--- src/pkg/sas_pkg.sv ---
// Summary of operation
// - clock-select code picks osc/8,/16,/32,/64 or internal RC for bit period
// - one full 10-bit conversion takes eleven bit periods
// - completion flag is set at every conversion end, enabled or not
// - completion flag stays set until software clears it
// - flag plus enable while sleeping wakes the device
// - after wake, vectoring needs both global and peripheral enables
// - result right-justified over high and low bytes, upper six bits zero
// - converter works only while its power-on bit is one
// - writing one to start bit begins conversion; reads one while busy
// - at finish: clear start bit, set flag, load result bytes
// - clearing start early stops conversion; result keeps previous value
// - after abort wait two bit periods, then acquisition restarts
// - device reset returns all registers to reset values, converter off
// - no conversions take place during Sleep
// - 5-bit channel field in bits 6..2 of main control routes the input
package sas_pkg;

  // register byte offsets, one 32-bit word each
  localparam logic [4:0] OFS_CTRL_MAIN = 5'h00;
  localparam logic [4:0] OFS_CONFIG = 5'h04;
  localparam logic [4:0] OFS_RESULT_HIGH = 5'h08;
  localparam logic [4:0] OFS_RESULT_LOW = 5'h0c;
  localparam logic [4:0] OFS_FLAG = 5'h10;
  localparam logic [4:0] OFS_ENABLE = 5'h14;
  localparam logic [4:0] OFS_IRQ_CTRL = 5'h18;

  // field positions
  localparam int POS_POWER_ON = 0;
  localparam int POS_START = 1;
  localparam int POS_CHAN_LO = 2;
  localparam int POS_CLKSEL_LO = 4;
  localparam int POS_COMPLETE = 0;
  localparam int POS_PERIPH_EN = 6;
  localparam int POS_GLOBAL_EN = 7;

  // clock-select codes and the matching divider terminal counts
  localparam logic [2:0] CLK_OSC_DIV8 = 3'h1;
  localparam logic [2:0] CLK_OSC_DIV16 = 3'h5;
  localparam logic [2:0] CLK_OSC_DIV32 = 3'h2;
  localparam logic [2:0] CLK_OSC_DIV64 = 3'h6;
  localparam logic [1:0] CLK_RC_LOW_BITS = 2'h3;
  localparam logic [5:0] LAST_DIV8 = 6'h07;
  localparam logic [5:0] LAST_DIV16 = 6'h0f;
  localparam logic [5:0] LAST_DIV32 = 6'h1f;
  localparam logic [5:0] LAST_DIV64 = 6'h3f;

  // timing counts in bit periods
  localparam logic [3:0] LAST_PERIOD = 4'ha; // periods 0..10, eleven total
  localparam logic [1:0] ABORT_PERIODS = 2'h2;
  localparam logic [9:0] SAR_MSB = 10'h200;

  // reset values
  localparam logic [4:0] RST_CHANNEL = 5'h00;
  localparam logic [2:0] RST_CLKSEL = 3'h0;
  localparam logic [9:0] RST_RESULT = 10'h000;

  typedef enum logic [1:0] {
    ST_IDLE = 2'b00,
    ST_CONV = 2'b01,
    ST_ABORT = 2'b11
  } sas_state_type;

  // signals toward the analog front end
  typedef struct packed {
    logic [4:0] channel;
    logic sample_connect;
    logic [9:0] dac_code;
  } sas_analog_type;

  // complete block state
  typedef struct packed {
    logic power_on;
    logic start;
    logic [4:0] channel;
    logic [2:0] clk_sel;
    logic [9:0] result;
    logic complete_flag;
    logic irq_enable;
    logic global_en;
    logic periph_en;
    sas_state_type state;
    logic [3:0] period;
    logic [1:0] abort_cnt;
    logic [5:0] div_cnt;
    logic [9:0] sar;
    logic [9:0] bit_sel;
    logic ack;
    logic [31:0] rdata;
    logic cmp_s1;
    logic cmp_s2;
    logic rc_s1;
    logic rc_s2;
    logic rc_s3;
  } sas_regs_type;

endpackage : sas_pkg

--- src/design/sas_sequencer.sv ---
`timescale 1ns/1ps
`default_nettype none
module sas_sequencer import sas_pkg::*; #(
  parameter int ADDR_W = 5
) (
  // clock and reset
  input wire logic clk,
  input wire logic rst,
  // avalon-mm slave
  input wire logic [ADDR_W-1:0] address,
  input wire logic read,
  input wire logic write,
  input wire logic [3:0] byteenable,
  input wire logic [31:0] writedata,
  output logic [31:0] readdata,
  output logic waitrequest,
  // core power state and wake
  input wire logic sleep_mode,
  output logic irq,
  output logic wake_request,
  output logic vector_request,
  output logic converting,
  // analog front end
  input wire logic rc_clock_pin,
  input wire logic cmp_above_pin,
  output sas_analog_type analog
);

  initial begin
    if (ADDR_W < 5) begin
      $error("ADDR_W must be at least 5");
    end
  end

  sas_regs_type st;
  sas_regs_type next_st;

  // divider terminal count for the oscillator codes
  function automatic logic [5:0] div_last(input logic [2:0] sel);
    unique case (sel)
      CLK_OSC_DIV16: div_last = LAST_DIV16;
      CLK_OSC_DIV32: div_last = LAST_DIV32;
      CLK_OSC_DIV64: div_last = LAST_DIV64;
      default: div_last = LAST_DIV8; // 001 and unlisted codes
    endcase
  endfunction : div_last

  function automatic logic is_rc(input logic [2:0] sel);
    is_rc = (sel[1:0] == CLK_RC_LOW_BITS);
  endfunction : is_rc

  function automatic logic hit(input logic [ADDR_W-1:0] a,
                               input logic [4:0] ofs);
    // word compare; upper address bits beyond the map must be zero
    hit = (a[ADDR_W-1:2] == (ADDR_W-2)'(ofs[4:2]));
  endfunction : hit

  logic req;
  logic accept;
  logic rd_acc;
  logic wr_acc;
  logic wr_lane;
  logic rc_rise;
  logic tick;
  logic finish;
  logic stop_req;
  logic [31:0] rd_mux;

  // bus handshake: every access answers on its second cycle
  always_comb begin
    req = read | write;
    accept = req & st.ack;
    rd_acc = read & st.ack;
    wr_acc = write & st.ack;
    wr_lane = wr_acc & byteenable[0];
    waitrequest = req & ~st.ack;
    readdata = st.rdata;
  end

  // bit-period tick from the divider or the synchronised rc clock
  always_comb begin
    rc_rise = st.rc_s2 & ~st.rc_s3;
    if (is_rc(st.clk_sel)) begin
      tick = rc_rise;
    end else begin
      tick = (st.div_cnt == div_last(st.clk_sel));
    end
    finish = (st.state == ST_CONV) && tick &&
             (st.period == LAST_PERIOD);
  end

  // read data mux, captured in the first cycle of the access
  always_comb begin
    rd_mux = 32'h0000_0000; // unmapped and reserved bits read zero
    if (hit(address, OFS_CTRL_MAIN)) begin
      rd_mux[POS_POWER_ON] = st.power_on;
      rd_mux[POS_START] = st.start;
      rd_mux[POS_CHAN_LO +: 5] = st.channel;
    end else if (hit(address, OFS_CONFIG)) begin
      rd_mux[POS_CLKSEL_LO +: 3] = st.clk_sel;
    end else if (hit(address, OFS_RESULT_HIGH)) begin
      rd_mux[1:0] = st.result[9:8];
    end else if (hit(address, OFS_RESULT_LOW)) begin
      rd_mux[7:0] = st.result[7:0];
    end else if (hit(address, OFS_FLAG)) begin
      rd_mux[POS_COMPLETE] = st.complete_flag;
    end else if (hit(address, OFS_ENABLE)) begin
      rd_mux[POS_COMPLETE] = st.irq_enable;
    end else if (hit(address, OFS_IRQ_CTRL)) begin
      rd_mux[POS_PERIPH_EN] = st.periph_en;
      rd_mux[POS_GLOBAL_EN] = st.global_en;
    end
  end

  // next-state logic for the whole block
  always_comb begin
    next_st = st;
    stop_req = 1'b0;

    // pins pass two flops before use
    next_st.cmp_s1 = cmp_above_pin;
    next_st.cmp_s2 = st.cmp_s1;
    next_st.rc_s1 = rc_clock_pin;
    next_st.rc_s2 = st.rc_s1;
    next_st.rc_s3 = st.rc_s2;

    // bus handshake and read capture
    next_st.ack = req & ~st.ack;
    if (req && !st.ack) begin
      next_st.rdata = rd_mux;
    end

    // register writes
    if (wr_lane && hit(address, OFS_CTRL_MAIN)) begin
      next_st.power_on = writedata[POS_POWER_ON];
      next_st.channel = writedata[POS_CHAN_LO +: 5];
      if (writedata[POS_START] && st.state == ST_IDLE &&
          writedata[POS_POWER_ON] && !sleep_mode) begin
        next_st.start = 1'b1;
        next_st.state = ST_CONV;
        next_st.period = 4'h0;
        next_st.div_cnt = 6'h00;
        next_st.sar = 10'h000;
        next_st.bit_sel = 10'h000;
      end else if (!writedata[POS_START] && st.state == ST_CONV) begin
        stop_req = 1'b1;
      end
      if (!writedata[POS_POWER_ON]) begin
        stop_req = 1'b1;
      end
    end
    if (wr_lane && hit(address, OFS_CONFIG)) begin
      next_st.clk_sel = writedata[POS_CLKSEL_LO +: 3];
    end
    if (wr_lane && hit(address, OFS_ENABLE)) begin
      next_st.irq_enable = writedata[POS_COMPLETE];
    end
    if (wr_lane && hit(address, OFS_IRQ_CTRL)) begin
      next_st.periph_en = writedata[POS_PERIPH_EN];
      next_st.global_en = writedata[POS_GLOBAL_EN];
    end

    // sleep removes the reference, so a running conversion is dropped
    if (sleep_mode && st.state == ST_CONV) begin
      stop_req = 1'b1;
    end

    // divider runs only while sequencing; idle restarts the phase
    if (st.state == ST_IDLE || tick) begin
      next_st.div_cnt = 6'h00;
    end else begin
      next_st.div_cnt = st.div_cnt + 6'h01;
    end

    // sequencer
    unique case (st.state)
      ST_IDLE: begin
      end
      ST_CONV: begin
        if (stop_req) begin
          // result left untouched on abort
          next_st.start = 1'b0;
          next_st.state = ST_ABORT;
          next_st.abort_cnt = 2'h0;
          next_st.div_cnt = 6'h00;
          next_st.bit_sel = 10'h000;
        end else if (tick) begin
          if (st.period == 4'h0) begin
            // disconnect period done, try the msb first
            next_st.bit_sel = SAR_MSB;
            next_st.sar = SAR_MSB;
          end else begin
            next_st.sar = (st.cmp_s2 ? st.sar : (st.sar & ~st.bit_sel)) |
                          (st.bit_sel >> 1);
            next_st.bit_sel = st.bit_sel >> 1;
          end
          next_st.period = st.period + 4'h1;
          if (finish) begin
            next_st.start = 1'b0;
            next_st.result = st.cmp_s2 ? st.sar :
                             (st.sar & ~st.bit_sel);
            next_st.state = ST_IDLE;
            next_st.period = 4'h0;
            next_st.bit_sel = 10'h000;
          end
        end
      end
      ST_ABORT: begin
        // two bit periods of settling before acquisition resumes
        if (tick) begin
          next_st.abort_cnt = st.abort_cnt + 2'h1;
          if (st.abort_cnt + 2'h1 == ABORT_PERIODS) begin
            next_st.state = ST_IDLE;
          end
        end
      end
    endcase

    // completion flag: read clears only what was seen, a new set wins
    if (rd_acc && hit(address, OFS_FLAG) && st.rdata[POS_COMPLETE]) begin
      next_st.complete_flag = 1'b0;
    end
    if (finish && !stop_req) begin
      next_st.complete_flag = 1'b1;
    end
  end

  // state register; reset puts the converter off and idle
  always_ff @(posedge clk or posedge rst) begin
    if (rst) begin
      st <= '{
        power_on: 1'b0,
        start: 1'b0,
        channel: RST_CHANNEL,
        clk_sel: RST_CLKSEL,
        result: RST_RESULT,
        complete_flag: 1'b0,
        irq_enable: 1'b0,
        global_en: 1'b0,
        periph_en: 1'b0,
        state: ST_IDLE,
        period: 4'h0,
        abort_cnt: 2'h0,
        div_cnt: 6'h00,
        sar: 10'h000,
        bit_sel: 10'h000,
        ack: 1'b0,
        rdata: 32'h0000_0000,
        cmp_s1: 1'b0,
        cmp_s2: 1'b0,
        rc_s1: 1'b0,
        rc_s2: 1'b0,
        rc_s3: 1'b0
      };
    end else begin
      st <= next_st;
    end
  end

  // interrupt, wake and vector levels
  always_comb begin
    irq = st.complete_flag & st.irq_enable;
    wake_request = irq & sleep_mode;
    vector_request = irq & st.global_en & st.periph_en;
    converting = st.start;
  end

  // analog side: mux select, sample switch and trial code
  always_comb begin
    analog.channel = st.channel;
    // sampling only while powered and not converting or settling
    analog.sample_connect = st.power_on && (st.state == ST_IDLE);
    analog.dac_code = st.sar;
  end

endmodule : sas_sequencer
`default_nettype wire

--- config.mk ---
export PLATFORM = sky130hd
export DESIGN_NAME = sas_sequencer
export DESIGN_NICKNAME = d
export VERILOG_FILES = /design/src/pkg/sas_pkg.sv /design/src/design/sas_sequencer.sv
export SDC_FILE = /design/constraint.sdc
export NUM_CORES = 1
export LEC_CHECK = 0
export BUFFER_PORTS_ARGS = -buffer_cell sky130_fd_sc_hd__buf_2
export CORE_AREA = 2 2 85 87
export DETAILED_ROUTE_END_ITERATION = 10
export DIE_AREA = 0 0 87 89
export PLACE_DENSITY = 0.82
export SLEW_MARGIN = 25
export SYNTH_ARGS = -nofsm -noshare
export SYNTH_HDL_FRONTEND = slang
export SYNTH_SLANG_ARGS = --single-unit
export TNS_END_PERCENT = 1
--- constraint.sdc ---
create_clock -name clk -period 6 [get_ports clk]
set_clock_uncertainty 0.2 [all_clocks]
set_input_delay 0.9 -clock clk [delete_from_list [all_inputs] [get_ports clk]]
set_output_delay 0.9 -clock clk [all_outputs]
set_load 0.01 [all_outputs]
# Word level (Yosys, flattened, before mapping)
# Cells that the tools add are included.
# word_totals
register_bits,72
latchBits,0
ramBits,0
mem_bits_ro,0
input_bits,48
word_cells,140
memories,0
# op_classes
add_sub_neg,3
multipliers,0
div_mod_pow,0
magnitude_cmp,0
eq_ne,17
n_shift,0
n_mux,54
bitwise_logic,16
n_reduce_logical,28
# ops
cell,n
$mux W20,4
$mux W6,8
$mux W10,4
$mux W26,1
$mux W1,18
$mux W2,9
$pmux W6 S3,1
$logic_and A1 B1 Y1,16
$eq A3 B3 Y1 const B,5
$mux W4,3
$and A10 B10 Y10,1
$not A10 Y10,1
$or A10 B9 Y10,1
$and A1 B1 Y1,9
$eq A3 B2 Y1 const B,3
$mux W8,1
$pmux W2 S2,2
$mux W7,1
$add A6 B1 Y6 const B,1
$eq A2 B2 Y1 const B,3
$eq A6 B6 Y1,1
$mux W5,1
$add A4 B1 Y4 const B,1
$eq A4 B4 Y1 const B,1
15 further kinds,22

# Longest topological paths before layout
# logic_depth
ltp_word,11
mapped_depth,8
depth_no_buf,7

# Worst setup path after synthesis
# No wires, ideal clock.
# synth_timing
path_kind,input -> register
startpoint,input port address[4]
endpoint,register st[66] (netlist bit)
setup_time_ps,125
t_arrival_ps,2584
t_required_ps,5675
slack_ps,3091
cell_stages,6
cell_sequence,or4_4 -> buf_6 -> or4_4 -> and2_4 -> buf_6 -> mux2_2
# synth_rtl
item,line,rtl
"start, declared",sas_sequencer.sv:10,"input wire logic [ADDR_W-1:0] address,"
"end signal, assigned",sas_sequencer.sv:231,st <= '{
"end signal, assigned",sas_sequencer.sv:256,st <= next_st;
"end, declared",sas_sequencer.sv:35,sas_regs_type st;

# Worst setup path after layout
# layout_timing
startpoint,input port write
endpoint,output port waitrequest
# layout_between
elab_chain_len,2
# layout_rtl
item,line,rtl
"start, declared",sas_sequencer.sv:12,"input wire logic write,"
$or A1 B1 Y1,sas_sequencer.sv:71,req = read | write;
$and A1 B1 Y1,sas_sequencer.sv:76,waitrequest = req & ~st.ack;
"end, declared",sas_sequencer.sv:16,"output logic waitrequest,"
# Every way passes these cells.

==> run_results.csv <==
group,metric,value,unit
run_status,status,"complete, no violations",
grt,grt_overflow,0,
yosys,yosysSeqAreaShare,48.8,%
setup_path,cp_slowest_stage_delay,0.62,ns
sta,whs,0.151,ns
die,core,0.00672,mm^2
die,placement_rows,30,
layout,areaGrowthSynthToFinish,5.15,%
clock_network,ctsHoldBuffers,0,
setup_path,crit_path_max_fanout,12,
setup_path,crit_chain,"buf_2 -> o21bai_1 -> inv_1 -> buf_2",
yosys,async_flop_share,100,%
routing,wl_per_cell,14.7,um
die,die_height,89,um
yosys,ys_ff_latch,72,
yosys,synthTopCellsByArea,"dfrtp_1 49%, buf_4 9.6%, mux2_2 4.9%, a22o_1 4.5%, o21ai_0 4.1%",
setup_path,worst_setup_path_end_kind,"primary output",
yosys,yosys_warnings,0,
sta,final.setup.tns,0,ns
setup_path,crit_top_cell,"buf_2",
yosys,synth_edf_count,0,
yosys,avgSynthCellArea,10.4,um^2
setup_path,crit_slowest_cell,"o21bai_1",
clock_network,htreeDepth,3,
die,pin_count,101,
sta,clock.fmax,0.322,GHz
clock_network,cts.clk_slew.worst_paths,0.07,ns
pwr,powerDensity,271,mW/mm^2
clock_network,clock_latency,0.35,ns
setup_path,crit_required,4.90,ns
min_path,hp-start,"next_st[3]",
grt,grt_pass1_vias,2403,
sta,hold_violations,0,
sta,setup_violations,0,
routing,routed_wl,6790,um
routing,drtIter0Drc,168,
yosys,synth.most_common_cell,"dfrtp_1",
routing,dr.pass1.iters,5,
yosys,syn_area,0.00369,mm^2
yosys,synth_top_area_cell,"dfrtp_1",
routing,drc,0,
layout,n_antenna_cell,0,
placement,port_buffers,47,
grt,grt_pass1_wl,11400,um
clock_network,cts_buffers,9,
yosys,synth-main-ff-cell,"dfrtp_1",
die,die_area,0.00774,mm^2
setup_path,critPathLaunchType,"primary input",
routing,vias,2554,
setup_path,crit_type,"primary input to primary output",
die,die_x,87,um
clock_network,cts_resized,0,
grt,antenna_found_initial,0,
routing,routed_via_density,5.52,
yosys,ys_types,51,
setup_path,timing.rr.start,"st[86]",
pwr,p_leak,1.96,nW
layout,layout.nets,432,
setup_path,critPathLaunch,"write",
setup_path,worstPathArrival,2.00,ns
layout,final_util,57.8,%
placement,gp_congestion,0.847,
placement,dp_hpwl,4840,um
clock_network,cts_setup_buffers,0,
run,cap_violations,0,
layout,instances_no_fill,463,
setup_path,crit_family,"compound AO/OA/AOI/OAI gates",
min_path,hp-class,"flip-flop to flip-flop",
layout,drive_gt1_share,26.6,%
sta,period_minus_slack,3.10,ns
clock_network,root_buffer,"clkbuf_8",
sta,slew_headroom,41.1,%
yosys,syn_inst,355,
sta,min_period_over_period,51.7,%
clock_network,cts_tree,"yes",
clock_network,clkSinkCount,72,
die,initial_core_util,55.0,%
setup_path,crit_buf_inv,3,
yosys,synthTopCellsByCount,"72 x dfrtp_1, 47 x buf_4, 30 x o21ai_0, 28 x nand2_1, 24 x nor2_1",
placement,dp.cells,448,
sta,tightest_slew,0.883,ns
yosys,yosysTopAreaCellShare,48.8,%
pwr,vdd_drop_max,123,uV
sta,rsz0062_at_grt,"false",
sta,drv_slew,0,
routing,antenna_left,0,
grt,grt_util_all_layers,18.9,%
grt,grt_max_degree,73,
clock_network,cts_max_path_buffers,2,
## final cells by class
type	instances	area, um^2
tap	80	100
fill	547	2840
timing repair buffer	49	250
clock inverter	5	33.8
multi-input combinational	228	1490
inverter	19	71.3
sequential	72	1800
clock buffer	10	138
## registers in the layout, indices dropped and copies added, names as in the netlist
signal	flops
next_st	3
analog	15
converting	1
readdata	8
st	45
## metal layers
metal | track usage [%] | up-vias | wire length [um]
met2 | 29.4 | 89 | 3120
li1 | - | 1226 | -
met4 | 7.10 | 0 | 94
met1 | 26.2 | 1229 | 3230
met5 | 0 | - | 0
met3 | 4.06 | 10 | 339
## through the flow
step                      area, um^2  power [W]  setup WS [ns]
final                           3880    0.00105           2.90
after global routing            3880    0.00111           2.81
after CTS                       3880    0.00107           2.92
after detailed placement        3710   0.000731           2.66
after global placement          3710   0.000721           2.69
after floorplan                 3780   0.000708           3.08
## report_power, final
part,switching (W),internal [W],leakage [nW],total (W)
combinational,0.0000837,0.0000688,0.938,0.000153
clock,0.000175,0.000158,0.0841,0.000333
sequential,0.0000413,0.000527,0.940,0.000568
total,0.000300,0.000754,1.96,0.00105
## cells in the final DEF (no fill, tap or decap), drive strengths merged, types with 2 or more instances in the layout
master    count
dfrtp        72
nor2b         4
nor3          3
clkinv        3
o211ai        2
and3          2
a221o         2
o2bb2ai       2
and2          4
nor2         24
clkinvlp      2
or4           2
xor2          2
nor3b         2
or2           2
mux2         16
a22oi         3
nand3         9
buf          49
o21ai        30
ha            5
clkbuf       10
a22o         19
xnor2         3
a21oi         3
a211oi        7
conb         24
o311ai        2
nand2        28
a31oi         2
a21o          9
mux2i         5
inv          19
## worst paths after layout
| path | depth (start not counted) | end | slack, ns |
|---|---|---|---|
| setup / recovery | 4 | waitrequest | 2.90 |
| hold reg to reg | 0 | st[3] | 0.15 |
| min in group asynchronous | 3 | readdata[1] | 0.62 |
| hold / removal | 0 | st[3] | 0.15 |
| setup reg to reg | 6 | st[46] | 3.25 |
| max in group asynchronous | 3 | st[59] | 4.41 |
## kinds of logic (layout without fill, tap and decap cells)
| logic type | count (synthesis) | after routing | synth area share (%) |
|---|---|---|---|
| compound gates | 89 | 89 | 17.6 |
| xor+xnor | 5 | 5 | 1.19 |
| fa+ha+maj | 5 | 5 | 1.69 |
| buf+inv | 78 | 83 | 13.2 |
| flops | 72 | 72 | 48.8 |
| mux | 21 | 21 | 6.23 |
| other cells | 1 | 24 | 0.102 |
| simple gates | 84 | 84 | 11.2 |
Power figures use the tool's default switching activity.
